### src/verilog/ptm_pkg.sv
// Shared constants of the periodic timer
package ptm_pkg;
    // Register byte offsets on the Wishbone slave
    localparam logic [7:0] ADR_CTRL0    = 8'h00; // Pause, clock select, run
    localparam logic [7:0] ADR_CTRL1    = 8'h04; // timer_control_1
    localparam logic [7:0] ADR_CNT_LO   = 8'h08; // Counter bits 7..0, read only
    localparam logic [7:0] ADR_CNT_HI   = 8'h0c; // Counter bits 9..8, read only
    localparam logic [7:0] ADR_CMPA_LO  = 8'h10; // compare_a_low
    localparam logic [7:0] ADR_CMPA_HI  = 8'h14; // compare_a_high
    localparam logic [7:0] ADR_PER_LO   = 8'h18; // period_value_low
    localparam logic [7:0] ADR_PER_HI   = 8'h1c; // period_value_high
    localparam logic [7:0] ADR_FLAGS    = 8'h20; // Comparator flags, write one to clear
    localparam logic [7:0] ADR_MISC     = 8'h24; // Adjust switch, capture pin choice

    // Bit positions in control 0
    localparam int CTRL0_PAUSE   = 7;
    localparam int CTRL0_CKS_HI  = 6;
    localparam int CTRL0_CKS_LO  = 4;
    localparam int CTRL0_RUN     = 3;
    // Bit positions in timer_control_1
    localparam int CTRL1_MODE_HI = 7;
    localparam int CTRL1_MODE_LO = 6;
    localparam int CTRL1_FUNC_HI = 5;
    localparam int CTRL1_FUNC_LO = 4;
    localparam int CTRL1_INIT    = 3;
    localparam int CTRL1_INV     = 2;
    localparam int CTRL1_CAPTS   = 1;
    localparam int CTRL1_CCLR    = 0;
    // Flag and misc bit positions
    localparam int FLAG_A        = 0;
    localparam int FLAG_P        = 1;
    localparam int MISC_ADJ      = 0;
    localparam int MISC_PINSEL   = 1;

    // Reset values
    localparam logic [7:0] CTRL_RST  = 8'h00;
    localparam logic [9:0] VAL_RST   = 10'h000;

    // Counter limits
    localparam logic [10:0] CNT_FULL = 11'h400; // 1024 counts when period is zero
    localparam logic [10:0] CNT_ONE  = 11'h001;

    // Prescaler masks: a tick when all masked bits are ones
    localparam logic [7:0] DIV4_MASK  = 8'h03;
    localparam logic [7:0] DIV16_MASK = 8'h0f;
    localparam logic [7:0] DIV64_MASK = 8'h3f;
    localparam logic [7:0] TBC_MASK   = 8'hff;

    // Operating modes
    typedef enum logic [1:0] {
        MODE_CMP = 2'h0,
        MODE_CAP = 2'h1,
        MODE_PWM = 2'h2,
        MODE_TMR = 2'h3
    } ptm_mode_t;

    // Output function field codes
    localparam logic [1:0] FUNC_00 = 2'h0;
    localparam logic [1:0] FUNC_01 = 2'h1;
    localparam logic [1:0] FUNC_10 = 2'h2;
    localparam logic [1:0] FUNC_11 = 2'h3;

    // Clock select codes
    localparam logic [2:0] CKS_DIV4  = 3'h0;
    localparam logic [2:0] CKS_SYS   = 3'h1;
    localparam logic [2:0] CKS_DIV16 = 3'h2;
    localparam logic [2:0] CKS_DIV64 = 3'h3;
    localparam logic [2:0] CKS_TBC   = 3'h4;
    localparam logic [2:0] CKS_HI    = 3'h5;
    localparam logic [2:0] CKS_EXTR  = 3'h6;
    localparam logic [2:0] CKS_EXTF  = 3'h7;
endpackage

### src/verilog/ptm_timer.sv
`timescale 1ns/1ns
// What this block does
// [RQ1] Mode field selects compare, capture, PWM/pulse, timer
// [RQ2] Compare, clear select low: period match clears, both flags
// [RQ3] Clear select high: A match clears, A flag only
// [RQ4] Software never sets A value zero in compare mode
// [RQ5] Compare mode: A match sets, clears or toggles pin
// [RQ6] Run rising edge loads pin initial level
// [RQ7] Timer mode counts like compare, pin unused
// [RQ8] Software picks PWM with mode 10, function 10
// [RQ9] PWM period equals period value, zero gives 1024
// [RQ10] PWM duty is A value, full when A >= period
// [RQ11] PWM raises A flag and P flag on matches
// [RQ12] PWM level, inversion, forced inactive or active
// [RQ13] Forced PWM level keeps counting and comparing
// [RQ14] Software picks single pulse with function 11, unchanged
// [RQ15] Pin edge sets run; run rise starts pulse
// [RQ16] Pulse ends on run clear or A match
// [RQ17] Pulse counter resets only on run rise
// [RQ18] Capture edge copies counter into A, raises flag
// [RQ19] Capture: period match clears counter, raises flag
// [RQ20] Capture function 11 disables capture, counter runs
// [RQ21] Capture sees pin edges always; ignores clear/level bits
// [RQ22] A writes direct when stopped, at reload when running
// [RQ23] Ten-bit values split low byte, two-bit high
// [RQ24] Capture edge: rising, falling, both, disabled
// [RQ25] Capture source: output pins or external clock pin
// [RQ26] Counter advances per tick while running, not paused
module ptm_timer (
    input  wire logic        clk_in,            // System clock, 20 MHz
    input  wire logic        reset_in,          // Synchronous, active high
    input  wire logic        ce_in,             // Clock enable, freezes all state
    input  wire logic        wb_cyc_in,         // Wishbone cycle
    input  wire logic        wb_stb_in,         // Wishbone strobe
    input  wire logic        wb_we_in,          // Wishbone write enable
    input  wire logic [7:0]  wb_adr_in,         // Wishbone byte address
    input  wire logic [3:0]  wb_sel_in,         // Wishbone byte lanes
    input  wire logic [31:0] wb_dat_in,         // Wishbone write data
    output logic      [31:0] wb_dat_out,        // Wishbone read data
    output logic             wb_ack_out,        // Wishbone acknowledge
    input  wire logic        ext_clock_pin_in,  // External clock / trigger pin
    input  wire logic        timer_out_pin_0_in,// Capture input, pin 0
    input  wire logic        timer_out_pin_1_in,// Capture input, pin 1
    output logic             timer_out_pin_out, // Waveform output level
    output logic             timer_out_oe_out   // High while the block drives the pin
);
    // Pin synchronisers: stage one feeds only stage two
    logic [2:0] sync1_ff;
    logic [2:0] sync2_ff;
    logic [2:0] prev_ff;        // Last synchronised level, edge detection
    logic [2:0] nxt_sync1, nxt_sync2, nxt_prev;

    // Software-visible and internal register state
    logic [7:0] ctrl0_ff;       // Pause, clock select, run
    logic [7:0] ctrl1_ff;       // timer_control_1
    logic [1:0] misc_ff;        // Adjust switch and capture pin choice
    logic [9:0] period_ff;      // period_value
    logic [9:0] cmp_a_ff;       // Value the A comparator uses
    logic [9:0] cmp_buf_ff;     // Staged A value written while running
    logic       cmp_pend_ff;    // Staged value waits for a reload
    logic [1:0] flag_ff;        // cmp_a_flag and cmp_p_flag
    logic [9:0] cnt_ff;         // Ten-bit up counter
    logic       run_prev_ff;    // Run bit one cycle ago
    logic [7:0] pre_ff;         // Free prescaler for internal ticks
    logic       level_ff;       // Compare-mode pin level before inversion
    logic       pin_ff;         // Registered pin level
    logic       oe_ff;          // Registered pin enable
    logic       ack_ff;         // Bus acknowledge
    logic [31:0] dat_ff;        // Bus read data

    logic [7:0]  nxt_ctrl0, nxt_ctrl1, nxt_pre;
    logic [9:0]  nxt_period, nxt_cmp_a, nxt_cmp_buf, nxt_cnt;
    logic [1:0]  nxt_misc, nxt_flag;
    logic        nxt_cmp_pend, nxt_run_prev, nxt_level, nxt_pin, nxt_oe, nxt_ack;
    logic [31:0] nxt_dat;

    // Decoded fields
    ptm_pkg::ptm_mode_t mode;
    logic [1:0] func;
    logic [2:0] cks;
    logic       run, pause, init_lvl, invert, cclr, compare_adjust_switch;

    assign mode     = ptm_pkg::ptm_mode_t'(ctrl1_ff[ptm_pkg::CTRL1_MODE_HI:
                                                    ptm_pkg::CTRL1_MODE_LO]); // [RQ1]
    assign func     = ctrl1_ff[ptm_pkg::CTRL1_FUNC_HI:ptm_pkg::CTRL1_FUNC_LO];
    assign cks      = ctrl0_ff[ptm_pkg::CTRL0_CKS_HI:ptm_pkg::CTRL0_CKS_LO];
    assign run      = ctrl0_ff[ptm_pkg::CTRL0_RUN];
    assign pause    = ctrl0_ff[ptm_pkg::CTRL0_PAUSE];
    assign init_lvl = ctrl1_ff[ptm_pkg::CTRL1_INIT];
    assign invert   = ctrl1_ff[ptm_pkg::CTRL1_INV];
    assign cclr     = ctrl1_ff[ptm_pkg::CTRL1_CCLR];
    assign compare_adjust_switch   = misc_ff[ptm_pkg::MISC_ADJ];

    // Pin edges: bit 0 external clock, bits 1-2 output pins
    logic [2:0] rise;
    logic [2:0] fall;
    assign rise = sync2_ff & ~prev_ff;
    assign fall = ~sync2_ff & prev_ff;

    // Counter tick from the selected source
    function automatic logic sel_tick(input logic [2:0] sel, input logic [7:0] pre,
                                      input logic er, input logic ef);
        logic t;
        t = 1'b0;
        case (sel)
            ptm_pkg::CKS_DIV4:  t = (pre & ptm_pkg::DIV4_MASK) == ptm_pkg::DIV4_MASK;
            ptm_pkg::CKS_SYS:   t = 1'b1;
            ptm_pkg::CKS_DIV16: t = (pre & ptm_pkg::DIV16_MASK) == ptm_pkg::DIV16_MASK;
            ptm_pkg::CKS_DIV64: t = (pre & ptm_pkg::DIV64_MASK) == ptm_pkg::DIV64_MASK;
            ptm_pkg::CKS_TBC:   t = pre == ptm_pkg::TBC_MASK;
            ptm_pkg::CKS_HI:    t = 1'b1;
            ptm_pkg::CKS_EXTR:  t = er;
            ptm_pkg::CKS_EXTF:  t = ef;
            default:            t = 1'b0;
        endcase
        return t;
    endfunction

    // Register read mux, reserved bits read zero
    function automatic logic [31:0] rd_mux(input logic [7:0] adr, input logic [7:0] c0,
                                           input logic [7:0] c1, input logic [9:0] cnt,
                                           input logic [9:0] ca, input logic [9:0] per,
                                           input logic [1:0] fl, input logic [1:0] ms);
        logic [31:0] d;
        d = 32'h0000_0000;
        case (adr)
            ptm_pkg::ADR_CTRL0:   d[7:0] = c0;
            ptm_pkg::ADR_CTRL1:   d[7:0] = c1;
            ptm_pkg::ADR_CNT_LO:  d[7:0] = cnt[7:0];
            ptm_pkg::ADR_CNT_HI:  d[1:0] = cnt[9:8];
            ptm_pkg::ADR_CMPA_LO: d[7:0] = ca[7:0];  // [RQ23]
            ptm_pkg::ADR_CMPA_HI: d[1:0] = ca[9:8];  // [RQ23]
            ptm_pkg::ADR_PER_LO:  d[7:0] = per[7:0];
            ptm_pkg::ADR_PER_HI:  d[1:0] = per[9:8];
            ptm_pkg::ADR_FLAGS:   d[1:0] = fl;
            ptm_pkg::ADR_MISC:    d[1:0] = ms;
            default:              d = 32'h0000_0000; // Unmapped reads zero
        endcase
        return d;
    endfunction

    // Synchroniser next values
    always_comb begin
        nxt_sync1 = {timer_out_pin_1_in, timer_out_pin_0_in, ext_clock_pin_in};
        nxt_sync2 = sync1_ff;
        nxt_prev  = sync2_ff;
    end

    always_ff @(posedge clk_in) begin
        if (reset_in) begin
            sync1_ff <= 3'h0;
            sync2_ff <= 3'h0;
            prev_ff  <= 3'h0;
        end else if (ce_in) begin
            sync1_ff <= nxt_sync1;
            sync2_ff <= nxt_sync2;
            prev_ff  <= nxt_prev;
        end
    end

    // Timer and bus working values
    logic        wr, bus_req, tick, run_rise, p_hit, a_hit, reload;
    logic        cap_src, cap_r, cap_f, cap_hit, single, active, ext_trig;
    logic [10:0] inc, per_end;

    // Bus, registers, counter and pin next values
    always_comb begin
        nxt_ctrl0    = ctrl0_ff;
        nxt_ctrl1    = ctrl1_ff;
        nxt_misc     = misc_ff;
        nxt_period   = period_ff;
        nxt_cmp_a    = cmp_a_ff;
        nxt_cmp_buf  = cmp_buf_ff;
        nxt_cmp_pend = cmp_pend_ff;
        nxt_flag     = flag_ff;
        nxt_cnt      = cnt_ff;
        nxt_run_prev = run;
        nxt_pre      = pre_ff + 8'h01;
        nxt_level    = level_ff;
        nxt_pin      = 1'b0;
        nxt_oe       = 1'b0;
        cap_hit      = 1'b0;
        active       = 1'b0;

        // One-wait-state slave; ack drops the cycle after it rose
        bus_req = wb_cyc_in && wb_stb_in && !ack_ff;
        wr      = bus_req && wb_we_in && wb_sel_in[0];
        nxt_ack = bus_req;
        nxt_dat = bus_req ? rd_mux(wb_adr_in, ctrl0_ff, ctrl1_ff, cnt_ff, cmp_a_ff,
                                   period_ff, flag_ff, misc_ff) : 32'h0000_0000;

        // Software writes, low byte lane only
        if (wr) begin
            case (wb_adr_in)
                ptm_pkg::ADR_CTRL0:  nxt_ctrl0 = {wb_dat_in[7:3], 3'h0};
                ptm_pkg::ADR_CTRL1:  nxt_ctrl1 = wb_dat_in[7:0];
                ptm_pkg::ADR_PER_LO: nxt_period[7:0] = wb_dat_in[7:0];
                ptm_pkg::ADR_PER_HI: nxt_period[9:8] = wb_dat_in[1:0]; // [RQ23]
                ptm_pkg::ADR_FLAGS:  nxt_flag = flag_ff & ~wb_dat_in[1:0];
                ptm_pkg::ADR_MISC:   nxt_misc = wb_dat_in[1:0];
                ptm_pkg::ADR_CMPA_LO, ptm_pkg::ADR_CMPA_HI: begin
                    // Adjust switch set makes A read only
                    if (!compare_adjust_switch) begin // [RQ22]
                        if (wb_adr_in == ptm_pkg::ADR_CMPA_LO)
                            nxt_cmp_buf[7:0] = wb_dat_in[7:0];
                        else
                            nxt_cmp_buf[9:8] = wb_dat_in[1:0];
                        // Stopped: straight to comparator; running: staged
                        if (!run)
                            nxt_cmp_a = nxt_cmp_buf; // [RQ22]
                        else
                            nxt_cmp_pend = 1'b1; // [RQ22]
                    end
                end
                default: ; // Unmapped writes ignored
            endcase
        end

        single   = mode == ptm_pkg::MODE_PWM && func == ptm_pkg::FUNC_11;
        run_rise = run && !run_prev_ff;
        tick     = run && !pause && !run_rise &&
                   sel_tick(cks, pre_ff, rise[0], fall[0]); // [RQ26]
        inc      = {1'b0, cnt_ff} + ptm_pkg::CNT_ONE;
        // Zero period runs all 1024 counts
        per_end  = (period_ff == ptm_pkg::VAL_RST) ? ptm_pkg::CNT_FULL
                                                   : {1'b0, period_ff}; // [RQ9] [RQ19]
        p_hit    = tick && inc == per_end;
        a_hit    = tick && inc == {1'b0, cmp_a_ff};
        reload   = run_rise;

        // Trigger edge follows the external clock sense
        ext_trig = (cks == ptm_pkg::CKS_EXTF) ? fall[0] : rise[0];

        // Capture source and edge selection
        cap_src = ctrl1_ff[ptm_pkg::CTRL1_CAPTS];
        cap_r   = cap_src ? rise[0] : (misc_ff[ptm_pkg::MISC_PINSEL] ? rise[2] : rise[1]); // [RQ25]
        cap_f   = cap_src ? fall[0] : (misc_ff[ptm_pkg::MISC_PINSEL] ? fall[2] : fall[1]); // [RQ25]

        // Counting: reset on run rise in every mode
        if (run_rise) begin
            nxt_cnt = 10'h000; // [RQ17]
        end else if (tick) begin
            nxt_cnt = inc[9:0]; // [RQ26]
        end

        case (mode)
            ptm_pkg::MODE_CMP, ptm_pkg::MODE_TMR: begin
                if (cclr) begin
                    // A match clears; period flag never raised here
                    if (a_hit) begin
                        nxt_cnt     = 10'h000; // [RQ3] [RQ7]
                        nxt_flag[ptm_pkg::FLAG_A] = 1'b1; // [RQ3]
                        reload      = 1'b1;
                    end
                end else begin
                    if (a_hit)
                        nxt_flag[ptm_pkg::FLAG_A] = 1'b1; // [RQ2] [RQ7]
                    if (p_hit) begin
                        nxt_cnt     = 10'h000; // [RQ2] [RQ7]
                        nxt_flag[ptm_pkg::FLAG_P] = 1'b1; // [RQ2]
                        reload      = 1'b1;
                    end
                end
            end
            ptm_pkg::MODE_PWM: begin
                if (single) begin
                    // Pin active edge starts the pulse by setting run
                    if (ext_trig && !run)
                        nxt_ctrl0[ptm_pkg::CTRL0_RUN] = 1'b1; // [RQ15]
                    if (a_hit) begin
                        nxt_ctrl0[ptm_pkg::CTRL0_RUN] = 1'b0; // [RQ16]
                        nxt_flag[ptm_pkg::FLAG_A] = 1'b1; // [RQ16]
                    end
                end else begin
                    // Period match ends the PWM cycle, clear select ignored
                    if (a_hit)
                        nxt_flag[ptm_pkg::FLAG_A] = 1'b1; // [RQ11] [RQ13]
                    if (p_hit) begin
                        nxt_cnt     = 10'h000; // [RQ9] [RQ13]
                        nxt_flag[ptm_pkg::FLAG_P] = 1'b1; // [RQ11]
                        reload      = 1'b1;
                    end
                end
            end
            ptm_pkg::MODE_CAP: begin
                // Pin edges count even when the pin is an output elsewhere
                case (func)
                    ptm_pkg::FUNC_00: cap_hit = cap_r; // [RQ24] [RQ21]
                    ptm_pkg::FUNC_01: cap_hit = cap_f; // [RQ24]
                    ptm_pkg::FUNC_10: cap_hit = cap_r || cap_f; // [RQ24]
                    default:          cap_hit = 1'b0; // [RQ20]
                endcase
                if (p_hit) begin
                    nxt_cnt     = 10'h000; // [RQ19]
                    nxt_flag[ptm_pkg::FLAG_P] = 1'b1; // [RQ19]
                end
                if (cap_hit && run) begin
                    nxt_cmp_a   = cnt_ff; // [RQ18]
                    nxt_cmp_buf = cnt_ff;
                    nxt_cmp_pend = 1'b0;
                    nxt_flag[ptm_pkg::FLAG_A] = 1'b1; // [RQ18]
                end
            end
            default: ;
        endcase

        // Staged A value moves to the comparator at a reload
        if (reload && cmp_pend_ff && !cap_hit) begin
            nxt_cmp_a    = cmp_buf_ff; // [RQ22]
            nxt_cmp_pend = 1'b0;
        end

        // Pin waveform
        case (mode)
            ptm_pkg::MODE_CMP: begin
                if (run_rise) begin
                    nxt_level = init_lvl; // [RQ6]
                end else if (a_hit) begin
                    case (func)
                        ptm_pkg::FUNC_01: nxt_level = 1'b0; // [RQ5]
                        ptm_pkg::FUNC_10: nxt_level = 1'b1; // [RQ5]
                        ptm_pkg::FUNC_11: nxt_level = !level_ff; // [RQ5]
                        default:          nxt_level = level_ff; // [RQ5]
                    endcase
                end
                nxt_pin = nxt_level ^ invert;
                nxt_oe  = 1'b1;
            end
            ptm_pkg::MODE_PWM: begin
                // Duty comes from A; A at or above period stays active
                case (func)
                    ptm_pkg::FUNC_00: active = 1'b0; // [RQ12]
                    ptm_pkg::FUNC_01: active = 1'b1; // [RQ12]
                    ptm_pkg::FUNC_10: active = nxt_cnt < cmp_a_ff; // [RQ10]
                    default:          active = nxt_ctrl0[ptm_pkg::CTRL0_RUN]; // [RQ15] [RQ16]
                endcase
                nxt_pin = (active ? init_lvl : !init_lvl) ^ invert; // [RQ12]
                nxt_oe  = 1'b1;
            end
            default: begin
                // Timer and capture modes leave the pin free
                nxt_pin = 1'b0; // [RQ7] [RQ21]
                nxt_oe  = 1'b0;
            end
        endcase
    end

    // Enable low freezes bus and timer alike
    always_ff @(posedge clk_in) begin
        if (reset_in) begin
            ctrl0_ff    <= ptm_pkg::CTRL_RST;
            ctrl1_ff    <= ptm_pkg::CTRL_RST;
            misc_ff     <= 2'h0;
            period_ff   <= ptm_pkg::VAL_RST;
            cmp_a_ff    <= ptm_pkg::VAL_RST;
            cmp_buf_ff  <= ptm_pkg::VAL_RST;
            cmp_pend_ff <= 1'b0;
            flag_ff     <= 2'h0;
            cnt_ff      <= ptm_pkg::VAL_RST;
            run_prev_ff <= 1'b0;
            pre_ff      <= 8'h00;
            level_ff    <= 1'b0;
            pin_ff      <= 1'b0;
            oe_ff       <= 1'b0;
            ack_ff      <= 1'b0;
            dat_ff      <= 32'h0000_0000;
        end else if (ce_in) begin
            ctrl0_ff    <= nxt_ctrl0;
            ctrl1_ff    <= nxt_ctrl1;
            misc_ff     <= nxt_misc;
            period_ff   <= nxt_period;
            cmp_a_ff    <= nxt_cmp_a;
            cmp_buf_ff  <= nxt_cmp_buf;
            cmp_pend_ff <= nxt_cmp_pend;
            flag_ff     <= nxt_flag;
            cnt_ff      <= nxt_cnt;
            run_prev_ff <= nxt_run_prev;
            pre_ff      <= nxt_pre;
            level_ff    <= nxt_level;
            pin_ff      <= nxt_pin;
            oe_ff       <= nxt_oe;
            ack_ff      <= nxt_ack;
            dat_ff      <= nxt_dat;
        end
    end

    assign wb_dat_out        = dat_ff;
    assign wb_ack_out        = ack_ff;
    assign timer_out_pin_out = pin_ff;
    assign timer_out_oe_out  = oe_ff;
endmodule

### config.mk
export PLATFORM = sky130hd
export DESIGN_NAME = ptm_timer
export DESIGN_NICKNAME = d
export VERILOG_FILES = /design/src/verilog/ptm_pkg.sv /design/src/verilog/ptm_timer.sv
export SDC_FILE = /design/constraint.sdc
export NUM_CORES = 1
export LEC_CHECK = 0
export ABC_AREA = 1
export BUFFER_PORTS_ARGS = -buffer_cell sky130_fd_sc_hd__buf_2
export CAP_MARGIN = 20
export CELL_PAD_IN_SITES_DETAIL_PLACEMENT = 1
export CELL_PAD_IN_SITES_GLOBAL_PLACEMENT = 1
export CORE_MARGIN = 3
export CORE_UTILIZATION = 32
export DETAILED_ROUTE_END_ITERATION = 8
export PLACE_DENSITY_LB_ADDON = 0.15
export SLEW_MARGIN = 0
export SYNTH_ARGS = -nofsm -noshare
export SYNTH_HDL_FRONTEND = slang
export SYNTH_SLANG_ARGS = --single-unit
### constraint.sdc
create_clock -name clk_in -period 4.8 [get_ports clk_in]
set_clock_uncertainty 0.2 [all_clocks]
set_input_delay 0.24 -clock clk_in [delete_from_list [all_inputs] [get_ports clk_in]]
set_output_delay 0.24 -clock clk_in [all_outputs]
set_load 0.01 [all_outputs]
Yosys cells after proc, flatten, opt, wreduce, memory -nomap -nowiden
Index checks and enable logic that the tools add are counted.
- bits in registers: 112
- bits of input ports: 53
- output and inout port bits: 35
- word-level logic and storage cells: 168
- $add $sub $neg: 2
- $lt $le $gt $ge: 1
- eq/ne operators: 28
- muxes and demuxes: 69
- bitwise operators: 8
- reductions and logical operators: 39
- operator list (cell ; count):
    $mux 10 ; 18
    $mux 1 ; 33
    $eq 8x5->1 const B ; 4
    $pmux 10 s3 ; 1
    $pmux 6 s5 ; 1
    $pmux 2 s9 ; 1
    $eq 8x4->1 const B ; 2
    $eq 8x6->1 const B ; 2
    $mux 8 ; 2
    $logic_and 1x1->1 ; 15
    $reduce_and 3->1 ; 5
    $eq 3x3->1 const B ; 4
    $add 10x1->11 const B ; 1
    $eq 11x10->1 ; 1
    $eq 11x11->1 ; 1
    $mux 11 ; 1
    $eq 2x2->1 const B ; 5
    $logic_not 10->1 ; 1
    $lt 10x10->1 ; 1
    $pmux 1 s3 ; 3
    $add 8x1->8 const B ; 1
    $eq 8x3->1 const B ; 1
    $eq 8x8->1 const B ; 1
    $logic_not 1->1 ; 8
    21 further kinds ; 34

Depth between registers and ports, before layout
- depth after elaboration: 16
- depth in mapped cells: 32

Worst setup path before layout
Ideal clock, no wire load.
- path type: register -> register
- from: reg pre_ff[0]
- to: reg pin_ff, in the netlist timer_out_pin_out
- data arrival time: 3219 ps
- data required time: 4469 ps
- setup slack: 1251 ps
- stages on the path, launching flop included: 29
- buffers on the path: 1
- clock period less this slack: 3549 ps
- cell sequence: dfxtp_1 -> ha_1 -> inv_1 -> nor2_2 -> nand3_1 -> nand2_1 -> nand2_1 -> nand3_1 -> nand2_1 -> buf_2 -> nor3_2 -> nand4_2 -> o21ai_0 -> nand2_1 -> nand3_2 -> a311oi_1 -> ha_1 -> a21oi_1 -> nor2_1 -> a211oi_1 -> o21ai_0 -> a31oi_1 -> nand2_2 -> nand2_1 -> nand2_1 -> nand3_1 -> nand3_1 -> nand3_1 -> a21oi_2
- longest elaborated chain between the ends: 14
- elaborated cells on any way between the ends: 28
- RTL lines (item ; RTL line ; text):
    start, declared ; ptm_timer.sv:64 ; logic [7:0] pre_ff;
    start signal, assigned ; ptm_timer.sv:378 ; pre_ff <= nxt_pre;
    $eq 8x8->1, or another cell as far along ; ptm_timer.sv:110 ; ptm_pkg::CKS_TBC: t = pre == ptm_pkg::TBC_MASK;
    $pmux 1 s7 * ; ptm_timer.sv:105 ; case (sel)
    $logic_and 1x1->1 * ; ptm_timer.sv:221 ; tick = run && !pause && !run_rise &&
    $mux 10 ; ptm_timer.sv:242 ; end else if (tick) begin
    $mux 10 ; ptm_timer.sv:240 ; if (run_rise) begin
    $mux 10 (on tied branches) ; n/a ;
    $mux 10 (on tied branches) ; ptm_timer.sv:266, ptm_timer.sv:248 ;
    $pmux 10 s3 * ; ptm_timer.sv:246 ; case (mode)
    net nxt_cnt[3] ; ptm_timer.sv:72 ; logic [9:0] nxt_period, nxt_cmp_a, nxt_cmp_buf, nxt_cnt;
    $lt 10x10->1 * ; ptm_timer.sv:334 ; ptm_pkg::FUNC_10: active = nxt_cnt < cmp_a_ff;
    $pmux 1 s3 * ; ptm_timer.sv:331 ; case (func)
    $mux 1 * ; ptm_timer.sv:314 ; case (mode)
    $mux 1 * ; ptm_timer.sv:337 ; nxt_pin = (active ? init_lvl : !init_lvl) ^ invert;
    $xor 1x1->1 * ; ptm_timer.sv:337 ;
    $pmux 1 s2 * ; ptm_timer.sv:314 ;
    end signal, assigned ; ptm_timer.sv:380 ; pin_ff <= nxt_pin;
    end, declared ; ptm_timer.sv:66 ; logic pin_ff;
Mark *: on every way through the listed nets, which the timed path passes. The rest lies on a longest branch. The select of a mux whose other input is x is not followed.
A chain may end at the register's enable or synchronous reset.

Worst setup path after layout
- from: reg cnt_ff[2]
- to: reg pin_ff, in the netlist timer_out_pin_out
- longest elaborated chain between the ends: 12
- elaborated cells on any way between the ends: 25
- RTL lines (item ; RTL line ; text):
    start, declared ; ptm_timer.sv:62 ; logic [9:0] cnt_ff;
    start signal, assigned ; ptm_timer.sv:359 ; cnt_ff <= ptm_pkg::VAL_RST;
    start signal, assigned ; ptm_timer.sv:376 ; cnt_ff <= nxt_cnt;
    $add 10x1->11 ; ptm_timer.sv:223 ; inc = {1'b0, cnt_ff} + ptm_pkg::CNT_ONE;
    $eq 11x11->1, or another cell as far along ; ptm_timer.sv:227 ; p_hit = tick && inc == per_end;
    $logic_and 1x1->1, or another cell as far along ; ptm_timer.sv:227 ;
    $mux 10 (on tied branches) ; n/a ;
    $mux 10 (on tied branches) ; ptm_timer.sv:266, ptm_timer.sv:248 ;
    $pmux 10 s3 * ; ptm_timer.sv:246 ;
    net nxt_cnt[2] ; ptm_timer.sv:72 ;
    $lt 10x10->1 * ; ptm_timer.sv:334 ;
    $pmux 1 s3 * ; ptm_timer.sv:331 ;
    $mux 1 * ; ptm_timer.sv:314 ;
    $mux 1 * ; ptm_timer.sv:337 ;
    $xor 1x1->1 * ; ptm_timer.sv:337 ;
    $pmux 1 s2 * ; ptm_timer.sv:314 ;
Marks and branches as above.

==> flow_summary_export.csv <==
group,metric,value,unit
status,outcome,"finished, final reports clean",
die,die_height,142,µm
setup_path,worst-r2r-cell-count,29,
yosys,synth.yosys.warnings,0,
yosys,ys_ff_latch,88,
place,port_buffers,36,
die,core_area,17700,µm²
detailed_routing,post_drt_wl_per_cell,18.5,µm
sta,timing.final.crit_share,91.3,%
setup_path,slowest_delay,0.48,ns
final_layout,design_area,6560,µm²
sta,slew-limit-headroom,33.4,%
setup_path,cp_common_cell,"nand2_1",
place,place.gp.congestion,0.958,
setup_path,critPathRequiredTime,4.82,ns
final_layout,stdcell_count,1167,
yosys,ys_async_sr_fraction,0,%
yosys,ys_types,49,
setup_path,worst_path_max_delay_cell,"dfxtp_1",
global_routing,grt_max_degree,68,
pwr,leakage,2.62,nW
global_routing,grt_use_total,21.7,%
detailed_routing,route.met2.wl,9.79,mm
clock_network,cts_root_buffer,"clkbuf_16",
detailed_routing,drc,0,
detailed_routing,drt_iter0_markers,396,
place,place_inst,1148,
detailed_routing,routed-wl-met3,876,µm
yosys,yosysTopAreaCell,"dfxtp_1",
final_layout,drive_gt1_share,10.9,%
final_layout,nets,1004,
yosys,syn_area,5880,µm²
sta,tightest_slew,0.995,ns
sta,setup_tns,0,ns
clock_network,cts_max_level,3,
yosys,synth_top_area_share,30.0,%
sta,max_freq,228,MHz
final_layout,area_growth,11.6,%
clock_network,path_clk_slew,0.07,ns
yosys,synthTopCellsByArea,"dfxtp_1 30%, nand2_1 12%, o21ai_0 8.0%",
pwr,p_comb_share,11.3,%
die,rows,48,
clock_network,worstSkewPairLatency,0.36,ns
detailed_routing,vias,6150,
pwr,p_int,1.28,mW
yosys,synth_edf_count,0,
global_routing,grt_pass1_vias,5966,
worst_hold_path,min_path_cells,3,
detailed_routing,top_layer_used,"met5",
global_routing,grt_remaining_overflow,0,
sta,final_hold_viol_count,0,
sta,period_needed,4.38,ns
sta,rsz0062_at_grt,"false",
worst_hold_path,hp-class,"in -> reg",
setup_path,path_max_fanout,8,
die,initial_core_util,33.3,%
clock_network,clk_path_buf_depth,2,
setup_path,cp-end-kind,"register",
clock_network,cts_buffers,9,
clock_network,cts_tree,"built",
sta,drv_slew,0,
final_layout,diodes,0,
setup_path,startpoint_type,"register",
yosys,synth_top_flop_cell,"dfxtp_1",
flow_run,maxCapViolCount,0,
pwr,vdd_drop_max,0.171,mV
die,design.die.area,20000,µm²
detailed_routing,vias_per_cell,5.27,
place,dp_hpwl,15.9,mm
global_routing,antenna_found_initial,1,
setup_path,critical_path_arrival,4.40,ns
pwr,clock_power_share,45.7,%
pwr,p_per_area,270,nW/µm²
detailed_routing,wl_met1,10.7,mm
clock_network,post_cts_buffers,0,
clock_network,cts_sinks,88,
setup_path,setup.worst_path.class,"reg -> reg",
detailed_routing,drt_first_pass_iters,5,
pwr,p_sw_share,27.7,%
sta,setup_violations,0,
global_routing,grt_first_pass_wirelength,33.8,mm
yosys,synthCells,912,
place,placed_cell_area,6190,µm²
pwr,p_switching,0.492,mW
pwr,pwr-share-seq,42.9,%
die,io_pins,88,
setup_path,worstPathBufferInverterCount,3,
setup_path,crit_cells,29,
sta,timing.hold.ws,0.0335,ns
yosys,synth.avg_cell_area,6.45,µm²
detailed_routing,ant_nets,0,
setup_path,cp_top_family,"simple AND/OR/NAND/NOR gates",
die,die_x,142,µm
detailed_routing,routed_wl,21.6,mm
yosys,ys_seq_area_share,30.0,%
final cells by class:
class,instances,area (µm²)
Fill cell,2379,11100
Clock inverter,6,90.1
Sequential cell,88,1760
Timing Repair Buffer,51,300
Inverter,96,360
Multi-Input combinational cell,691,3530
Tap cell,225,282
Clock buffer,10,239
Yosys cell counts, drive strengths merged, types with 12 or more instances:
| library cell | number |
|---|---|
| a211oi | 12 |
| a21oi | 87 |
| buf | 32 |
| clkbuf | 28 |
| dfxtp | 88 |
| ha | 14 |
| inv | 93 |
| nand2 | 204 |
| nand3 | 60 |
| nor2 | 95 |
| o211ai | 16 |
| o21ai | 107 |
| o22ai | 15 |
tightest hold or removal path: stages:
cell,delay [ns]
buf_2,0.11
o21ai_0,0.09
a21oi_1,0.10
flip-flops by register name, indices dropped and copies added, names as in the netlist, 3 cells and up:
signal / cells
cmp_buf_ff: 10
nxt_sync2: 3
period_ff: 10
cmp_a_ff: 10
nxt_prev: 3
cnt_ff: 10
wb_dat_out: 8
pre_ff: 8
ctrl0_ff: 5
ctrl1_ff: 8
prev_ff: 3
logic make-up (layout without fill, tap and decap cells):
kind of cell,count (synthesis),in the layout,share of synthesized area [%]
flops,88,88,30.0
fa+ha+maj,14,14,2.98
other cells,1,24,0.0638
simple gates,386,386,29.0
buf+inv,156,163,11.7
compound gates,254,254,24.1
mux,11,11,1.87
xor+xnor,2,2,0.298
timing repair:
action / in CTS / in global routing
hold buffers: 3 / 0
endpoints found under the hold margin: 3 / 0
resized for setup: 0 / 3
setup endpoints to repair: 0 / 1
layout by cell type, fill, tap and decap left out, drive strengths merged:
master / Yosys / routed
nor2: 95 / 95
a21oi: 87 / 87
xor2: 1 / 1
or2: 1 / 1
clkbuf: 28 / 10
inv: 93 / 95
nand3b: 2 / 2
and2: 1 / 1
a221oi: 2 / 2
o221ai: 2 / 2
clkinv: 3 / 5
a211oi: 12 / 12
o31ai: 5 / 5
and3: 2 / 2
buf: 32 / 48
o32ai: 1 / 1
conb: 1 / 24
nor3b: 1 / 1
nand4: 7 / 7
o2111ai: 1 / 1
o211ai: 16 / 16
o311ai: 1 / 1
xnor2: 1 / 1
a31oi: 4 / 4
nand3: 60 / 60
dlygate4sd3: 0 / 3
nand2: 204 / 204
mux2i: 11 / 11
nor4: 2 / 2
o21ai: 107 / 107
o22ai: 15 / 15
ha: 14 / 14
bufinv: 0 / 2
a311oi: 1 / 1
nor3: 11 / 11
dfxtp: 88 / 88
metrics by stage:
stage	utilization [%]	worst slack [ns]	power, mW
3_5_place_dp	35.1	0.498	0.976
2_1_floorplan	-	1.25	0.921
4_1_cts	37.1	0.415	1.79
5_1_grt	37.2	0.0553	1.85
3_3_place_gp	35.1	0.499	0.974
6_report	37.2	0.416	1.77
power groups by stage:
| stage | registers [mW] | logic [mW] | clock network (mW) |
|---|---|---|---|
| 2_1_floorplan | 0.773 | 0.148 | 0 |
| 3_3_place_gp | 0.778 | 0.196 | 0 |
| 3_5_place_dp | 0.778 | 0.197 | 0 |
| 4_1_cts | 0.761 | 0.201 | 0.828 |
| 5_1_grt | 0.764 | 0.226 | 0.859 |
| 6_report | 0.762 | 0.201 | 0.812 |
path summary, 6_finish.rpt:
kind,from,to,slack (ns)
worst max-delay path,cnt_ff[2],timer_out_pin_out,0.42
worst min register to register,wb_dat_out[4],wb_dat_out[4],0.27
worst min-delay path,wb_dat_in[7],ctrl0_ff[7],0.03
worst max register to register,cnt_ff[2],timer_out_pin_out,0.42
metal layers:
layer	vias to the layer above	track usage (%)
met5	-	0
met4	2	5.15
met3	19	3.13
met2	107	34.3
met1	2934	31.3
li1	3088	-
No activity file was read; power rests on OpenSTA's default activity.
